## src/lvd_pkg.sv

```systemverilog
// Package of constants for the low-voltage detector control block
package lvd_pkg;

    // ---------------------------------------------------------------
    // Register map
    // ---------------------------------------------------------------
    localparam logic [15:0] LVD_ADDR_CTRL    = 16'hff50;
    localparam logic [15:0] LVD_ADDR_LEVEL   = 16'hff51;
    localparam logic [15:0] LVD_ADDR_CAUSE   = 16'hff52;
    localparam logic [15:0] LVD_ADDR_IRQ_ST  = 16'hff53;
    localparam logic [15:0] LVD_ADDR_IRQ_EN  = 16'hff54;
    localparam logic [15:0] LVD_ADDR_IRQ_CLR = 16'hff55;

    // ---------------------------------------------------------------
    // Field positions and reset values
    // ---------------------------------------------------------------
    localparam int LVD_CTRL_EN_BIT     = 7;
    localparam int LVD_CTRL_MODE_BIT   = 1;
    localparam int LVD_CTRL_FLAG_BIT   = 0;
    localparam int LVD_CAUSE_LVD_BIT   = 0;
    localparam int LVD_IRQ_REQ_BIT     = 0;
    localparam logic [7:0] LVD_CTRL_RST  = 8'h00;
    localparam logic [3:0] LVD_LEVEL_RST = 4'h0;
    localparam logic [3:0] LVD_LEVEL_MAX = 4'h9;

    // ---------------------------------------------------------------
    // Timing
    // ---------------------------------------------------------------
    localparam int LVD_CLK_MHZ       = 100;
    localparam int LVD_SETTLE_US     = 200;
    localparam int LVD_SETTLE_CYCLES = LVD_SETTLE_US * LVD_CLK_MHZ;

endpackage : lvd_pkg

```

## src/lvd_ctrl.sv

```systemverilog
// Control logic of the supply low-voltage detector
`timescale 1ns/1ns
// Contract
// - Level register takes whole-byte writes only
// - Level cleared by reset except self reset
// - Codes 0-9 select ten thresholds, others prohibited
// - Disable before changing level code
// - Reset mode holds reset while below threshold
// - Interrupt mode raises request when below
// - Entering reset mode alone causes no reset
// - Flag drives request only enabled, interrupt mode
// - Self reset sets cause bit, keeps control
// - Control: enable b7, mode b1, flag b0
module lvd_ctrl
    import lvd_pkg::*;
(
    input  wire logic        clk_i,
    input  wire logic        rst_i,
    input  wire logic        lvd_rst_i,
    input  wire logic [15:0] addr_i,
    input  wire logic [7:0]  wdata_i,
    input  wire logic        wr_i,
    input  wire logic        rd_i,
    output logic      [7:0]  rdata_o,
    input  wire logic        cmp_below_i,
    output logic      [3:0]  level_sel_o,
    output logic             level_valid_o,
    output logic             cmp_enable_o,
    output logic             lvd_reset_req_o,
    output logic             undervoltage_irq_o,
    output logic             irq_o
);

    // ---------------------------------------------------------------
    // State
    // ---------------------------------------------------------------
    logic       detector_enable_bit_r;
    logic       response_mode_select_r;
    logic [3:0] detect_level_select_r;
    logic       cmp_meta_r;
    logic       cmp_sync_r;
    logic       below_level_flag;
    logic       reset_cause_undervoltage_r;
    logic       irq_status_r;
    logic       irq_enable_r;
    logic       irq_line_q_r;
    logic       irq_edge;
    logic [7:0] rdata_nxt;
    logic       is_rst_r;

    function automatic logic hit(input logic [15:0] a);
        hit = (addr_i == a);
    endfunction : hit

    // Codes above 9 have no threshold behind them
    function automatic logic level_legal(input logic [3:0] code);
        level_legal = (code <= LVD_LEVEL_MAX);
    endfunction : level_legal

    // ---------------------------------------------------------------
    // Comparator synchroniser
    // ---------------------------------------------------------------
    // Analog comparator output is asynchronous to clk_i
    always_ff @(posedge clk_i or posedge rst_i)
    begin
        if (rst_i)
        begin
            cmp_meta_r <= 1'b0;
            cmp_sync_r <= 1'b0;
        end
        else
        begin
            cmp_meta_r <= cmp_below_i;
            cmp_sync_r <= cmp_meta_r;
        end
    end

    // Flag reads zero while the detector is off
    assign below_level_flag = detector_enable_bit_r & cmp_sync_r;

    // ---------------------------------------------------------------
    // Control register
    // ---------------------------------------------------------------
    // The detector's own reset keeps settings, so only rst_i clears
    always_ff @(posedge clk_i or posedge rst_i)
    begin
        if (rst_i)
        begin
            detector_enable_bit_r  <= LVD_CTRL_RST[LVD_CTRL_EN_BIT];
            response_mode_select_r <= LVD_CTRL_RST[LVD_CTRL_MODE_BIT];
        end
        else if (wr_i && hit(LVD_ADDR_CTRL))
        begin
            // Bits 2-6 and the read-only flag are dropped
            detector_enable_bit_r  <= wdata_i[LVD_CTRL_EN_BIT];
            response_mode_select_r <= wdata_i[LVD_CTRL_MODE_BIT];
        end
    end

    // ---------------------------------------------------------------
    // Level select register
    // ---------------------------------------------------------------
    // Port is byte wide only, so every write replaces the whole code
    always_ff @(posedge clk_i or posedge rst_i)
    begin
        if (rst_i)
        begin
            detect_level_select_r <= LVD_LEVEL_RST;
        end
        else if (wr_i && hit(LVD_ADDR_LEVEL))
        begin
            detect_level_select_r <= wdata_i[3:0];
        end
    end

    // Code is passed to the selector unchanged; validity shown apart
    assign level_sel_o   = detect_level_select_r;
    // A rewrite while enabled leaves the threshold undefined for a cycle
    assign level_valid_o = level_legal(detect_level_select_r)
                         & ~(wr_i && hit(LVD_ADDR_LEVEL)
                             && detector_enable_bit_r);
    assign cmp_enable_o  = detector_enable_bit_r;

    // ---------------------------------------------------------------
    // Responses
    // ---------------------------------------------------------------
    // Reset only while below with mode set; entering the mode is silent
    assign lvd_reset_req_o = below_level_flag
                           & response_mode_select_r;
    assign undervoltage_irq_o = below_level_flag
                              & ~response_mode_select_r;

    // ---------------------------------------------------------------
    // Reset cause
    // ---------------------------------------------------------------
    // Set by lvd_rst_i; cleared when the caller reads it or by rst_i
    always_ff @(posedge clk_i or posedge rst_i)
    begin
        if (rst_i)
        begin
            reset_cause_undervoltage_r <= 1'b0;
        end
        else if (lvd_rst_i)
        begin
            reset_cause_undervoltage_r <= 1'b1;
        end
        else if (rd_i && hit(LVD_ADDR_CAUSE))
        begin
            reset_cause_undervoltage_r <= 1'b0;
        end
    end

    // ---------------------------------------------------------------
    // Interrupt status, enable and clear
    // ---------------------------------------------------------------
    always_ff @(posedge clk_i or posedge rst_i)
    begin
        if (rst_i)
        begin
            irq_line_q_r <= 1'b0;
            is_rst_r     <= 1'b0;
        end
        else
        begin
            irq_line_q_r <= undervoltage_irq_o;
            is_rst_r     <= 1'b1;
        end
    end

    assign irq_edge = undervoltage_irq_o & ~irq_line_q_r & is_rst_r;

    // A new edge in the clear cycle wins over the clear
    always_ff @(posedge clk_i or posedge rst_i)
    begin
        if (rst_i)
        begin
            irq_status_r <= 1'b0;
        end
        else if (irq_edge)
        begin
            irq_status_r <= 1'b1;
        end
        else if (wr_i && hit(LVD_ADDR_IRQ_CLR) && wdata_i[LVD_IRQ_REQ_BIT])
        begin
            irq_status_r <= 1'b0;
        end
    end

    // Enable resets to masked, so enabling the detector raises nothing
    always_ff @(posedge clk_i or posedge rst_i)
    begin
        if (rst_i)
        begin
            irq_enable_r <= 1'b0;
        end
        else if (wr_i && hit(LVD_ADDR_IRQ_EN))
        begin
            irq_enable_r <= wdata_i[LVD_IRQ_REQ_BIT];
        end
    end

    assign irq_o = irq_status_r & irq_enable_r;

    // ---------------------------------------------------------------
    // Read port
    // ---------------------------------------------------------------
    always_comb
    begin
        rdata_nxt = 8'h00;
        if (hit(LVD_ADDR_CTRL))
        begin
            rdata_nxt[LVD_CTRL_EN_BIT]   = detector_enable_bit_r;
            rdata_nxt[LVD_CTRL_MODE_BIT] = response_mode_select_r;
            rdata_nxt[LVD_CTRL_FLAG_BIT] = below_level_flag;
        end
        else if (hit(LVD_ADDR_LEVEL))
        begin
            rdata_nxt[3:0] = detect_level_select_r;
        end
        else if (hit(LVD_ADDR_CAUSE))
        begin
            rdata_nxt[LVD_CAUSE_LVD_BIT] = reset_cause_undervoltage_r;
        end
        else if (hit(LVD_ADDR_IRQ_ST))
        begin
            rdata_nxt[LVD_IRQ_REQ_BIT] = irq_status_r;
        end
        else if (hit(LVD_ADDR_IRQ_EN))
        begin
            rdata_nxt[LVD_IRQ_REQ_BIT] = irq_enable_r;
        end
    end

    always_ff @(posedge clk_i or posedge rst_i)
    begin
        if (rst_i)
        begin
            rdata_o <= 8'h00;
        end
        else if (rd_i)
        begin
            rdata_o <= rdata_nxt;
        end
        else
        begin
            rdata_o <= 8'h00;
        end
    end

endmodule : lvd_ctrl

```

## config.mk

```make
export PLATFORM = sky130hd
export DESIGN_NAME = lvd_ctrl
export DESIGN_NICKNAME = d
export VERILOG_FILES = /design/src/lvd_pkg.sv /design/src/lvd_ctrl.sv
export SDC_FILE = /design/constraint.sdc
export NUM_CORES = 1
export LEC_CHECK = 0
export ABC_AREA = 1
export CAP_MARGIN = 30
export CORE_MARGIN = 5
export CORE_UTILIZATION = 55
export CTS_CLUSTER_SIZE = 25
export DETAILED_ROUTE_END_ITERATION = 8
export DONT_BUFFER_PORTS = 1
export PLACE_DENSITY = 0.7
export RECOVER_POWER = 50
export SYNTH_ARGS = -nofsm -noshare
export SYNTH_HDL_FRONTEND = slang
export SYNTH_SLANG_ARGS = --single-unit
```

## constraint.sdc

```tcl
create_clock -name clk_i -period 1.7 [get_ports clk_i]
set_input_delay 0 -clock clk_i [delete_from_list [all_inputs] [get_ports clk_i]]
set_output_delay 0 -clock clk_i [all_outputs]
set_load 0.01 [all_outputs]
```

==> impl_metrics.py <==
metrics = {
    "timing": {
        "fin_crit_ps": 1499,
        "timing.final.crit_share_pct": 88.18,
        "grt_setup_unrepaired": "no",
        "relSlewSlack_pct": 56.91,
        "fin_setup_tns_ps": 0,
        "whs_ps": -0.1230,
        "fmax_ghz": 0.6671,
        "slew_viol_final": 0,
        "hold_viol_final": 1,
        "tightest_slew_ps": 645.6,
        "finalSetupViolations": 0,
        "skew_ps": 7.132,
    },
    "power": {
        "p_switching_uw": 151.1,
        "p_seq_share_pct": 62.6,
        "ir_drop_mv": 0.5522,
        "comb_power_share_pct": 9.2,
        "p_sw_share_pct": 21.86,
        "p_int_uw": 540.2,
        "power_density_nw_per_um2": 592.9,
        "clkPwrFrac_pct": 28.3,
        "p_leak_uw": 0.0006151,
    },
    "synthesis": {
        "synth_cells": 117,
        "synth-async-reset-ratio_pct": 100.0,
        "synth_area_um2": 969.7,
        "yosys_warnings": 0,
        "ys_top_cells_by_area": "dfrtp_1 46%, nand2_1 12%, inv_1 7.4%",
        "ys_ff_latch": 18,
        "yosysTopAreaCellShare_pct": 46.45,
        "synth_area_per_cell_um2": 8.288,
        "synth_cell_types": 24,
        "synth-seq-area-share_pct": 46.45,
        "synth-edff-count": 0,
        "yosys_most_used_dff": "dfrtp_1",
        "yosys.area.top_type": "dfrtp_1",
    },
    "grt": {
        "grt_max_degree": 19,
        "grt.total_usage_pct": 15.67,
        "grt_pass1_wl_um": 3056,
        "antenna_found_initial": 0,
        "grt_pass1_vias": 735,
        "grt_overflow": 0,
    },
    "setup_path": {
        "slowest_stage": "dlygate4sd3_1",
        "end_kind": "register",
        "crit_chain": "dlygate4sd3_1 -> nor2_1 -> dlygate4sd3_1 -> nand2_2 -> clkinv_2 -> nand2_1 -> nand2_1 -> o21ai_1",
        "path_delay_family": "buffers and inverters",
        "crit_arrival_ps": 1680,
        "worstPathMaxFanout": 5,
        "start_kind": "input port",
        "slowest_delay_ps": 610,
        "required_ps": 1880,
        "path_buf_inv": 3,
        "setup.worst_path.class": "in -> reg",
    },
    "worst_hold_path": {
        "hold_path_class": "in -> reg",
    },
    "floorplan": {
        "rows": 15,
        "dieArea_um2": 2703,
        "core_area_um2": 1708,
        "initial_utilization_pct": 56.78,
        "ioPinCount": 47,
        "die_w_um": 51.99,
        "fp.dieH_um": 51.99,
    },
    "finish": {
        "diodes": 0,
        "nets": 168,
        "multi_input_area_um2": 420.4,
        "area_growth_pct": 20.26,
        "layout_common_cells": "31 x nand2_1, 19 x inv_1, 18 x dfrtp_1",
        "drive_gt1_share_pct": 12.50,
        "final_common_cell": "nand2_1",
        "n_fill_cell": 146,
        "regArea_um2": 450.4,
    },
    "clock_tree": {
        "cts_tree": "yes",
        "cts_root_buffer": "clkbuf_4",
        "clk_pin_slew_ps": 80,
        "cts_buffers": 3,
        "cts.sinks": 18,
        "clock_latency_ps": 290,
        "h-tree-depth": 1,
        "ctsResizeCount": 0,
        "clk_path_buf_depth": 2,
    },
    "route": {
        "drt-initial-drc-count": 15,
        "wl_per_cell_um": 11.91,
        "via_per_inst": 5.050,
        "dr.pass1.iters": 4,
        "wl_um": 1918,
        "vias": 813,
        "postRouteAntennaNets": 0,
        "drc": 0,
    },
    "status": {
        "violations": "negative hold slack",
        "status": "finished with violations",
    },
    "placed_design": {
        "gp_congestion": 0.7645,
        "port_buffers": 0,
        "dp_hpwl_um": 1414,
    },
    "job": {
        "drv_cap": 0,
    },
}
==> per-stage QoR <==
step | utilization (%) | instances | area (µm²) | setup slack (ps) | total power [µW]
finish | 68.28 | 161 | 1166 | 200.9 | 691.4
global route | 68.28 | 161 | 1166 | 119.2 | 730.4
CTS | 68.42 | 160 | 1169 | 64.90 | 698.9
detailed placement | 57.73 | 141 | 985.9 | 600.3 | 478.7
global placement | 57.73 | 141 | 985.9 | 617.8 | 478.1
floorplan | - | 119 | 977.2 | 737.6 | 478.7
==> path summary, 6_finish.rpt <==
path | from | end | slack (ps) | cells after the start
max reg2reg | level_sel_o[3] | level_sel_o[3] | 440 | 3
min reg2reg | cmp_meta_r | cmp_sync_r | 360 | 0
min in group asynchronous | rst_i | level_sel_o[3] | 230 | 2
max | addr_i[0] | response_mode_select_r | 200 | 8
min | addr_i[1] | irq_status_r | -0.1 | 4
max in group asynchronous | rst_i | cmp_enable_o | 1050 | 2
==> logic make-up (layout without fill, tap and decap cells) <==
group | count (synthesis) | after routing | synth area share [%]
other | 2 | 4 | 0.7745
AND/OR/NAND/NOR | 63 | 63 | 35.61
AO/OA/AOI/OAI | 11 | 11 | 6.968
flip-flops | 18 | 18 | 46.45
buffers and inverters | 23 | 40 | 10.19
==> worst reg2reg max path: cells and delay by family (launching register included) <==
family / cells / cell delay [ps]
and+or+nand+nor: 2 / 150
buffers and inverters: 1 / 550
DFF: 1 / 450
==> what timing repair did <==
| item | 4_1_cts | 5_1_grt |
|---|---|---|
| endpoints found under the setup margin | 0 | 1 |
| endpoints found under the hold margin | 33 | 0 |
| hold buffers | 16 | 0 |
| buffers inserted | 0 | 2 |
==> cell type report <==
class / instances / share of cell area, %
clock buffer: 3 / 1.931
timing repair buffer: 17 / 14.16
inverter: 20 / 6.545
tap: 25 / 2.682
multi-input combinational: 78 / 36.05
sequential: 18 / 38.63
==> layer usage <==
layer | GRT usage [%] | wire length [µm] | up-vias
met5 | 0 | 0 | -
met4 | 6.114 | 23 | 0
met3 | 6.304 | 150 | 5
met2 | 26.99 | 1018 | 32
met1 | 16.97 | 724 | 382
li1 | - | - | 394
==> synthesized netlist by cell type, types with 3 or more instances <==
library cell,instances
nand2_1,30
inv_1,19
dfrtp_1,18
nor2_1,11
nand3_1,7
o21ai_1,4
buf_4,3
nand4_1,3
==> power groups by stage <==
stage / combinational [µW] / sequential [µW] / clock (µW)
detailed placement: 37.6 / 441 / 0
global placement: 37.2 / 441 / 0
finish: 63.4 / 432 / 196
global route: 70.8 / 433 / 227
CTS: 63.5 / 433 / 203
floorplan: 38.1 / 441 / 0
==> flip-flops by register name, indices dropped and copies added (netlist names) <==
signal / cells
reset_cause_undervoltage_r: 1
rdata_o: 5
response_mode_select_r: 1
irq_status_r: 1
cmp_sync_r: 1
cmp_meta_r: 1
irq_line_q_r: 1
irq_enable_r: 1
level_sel_o: 4
is_rst_r: 1
cmp_enable_o: 1
Power figures use the tool's default switching activity.
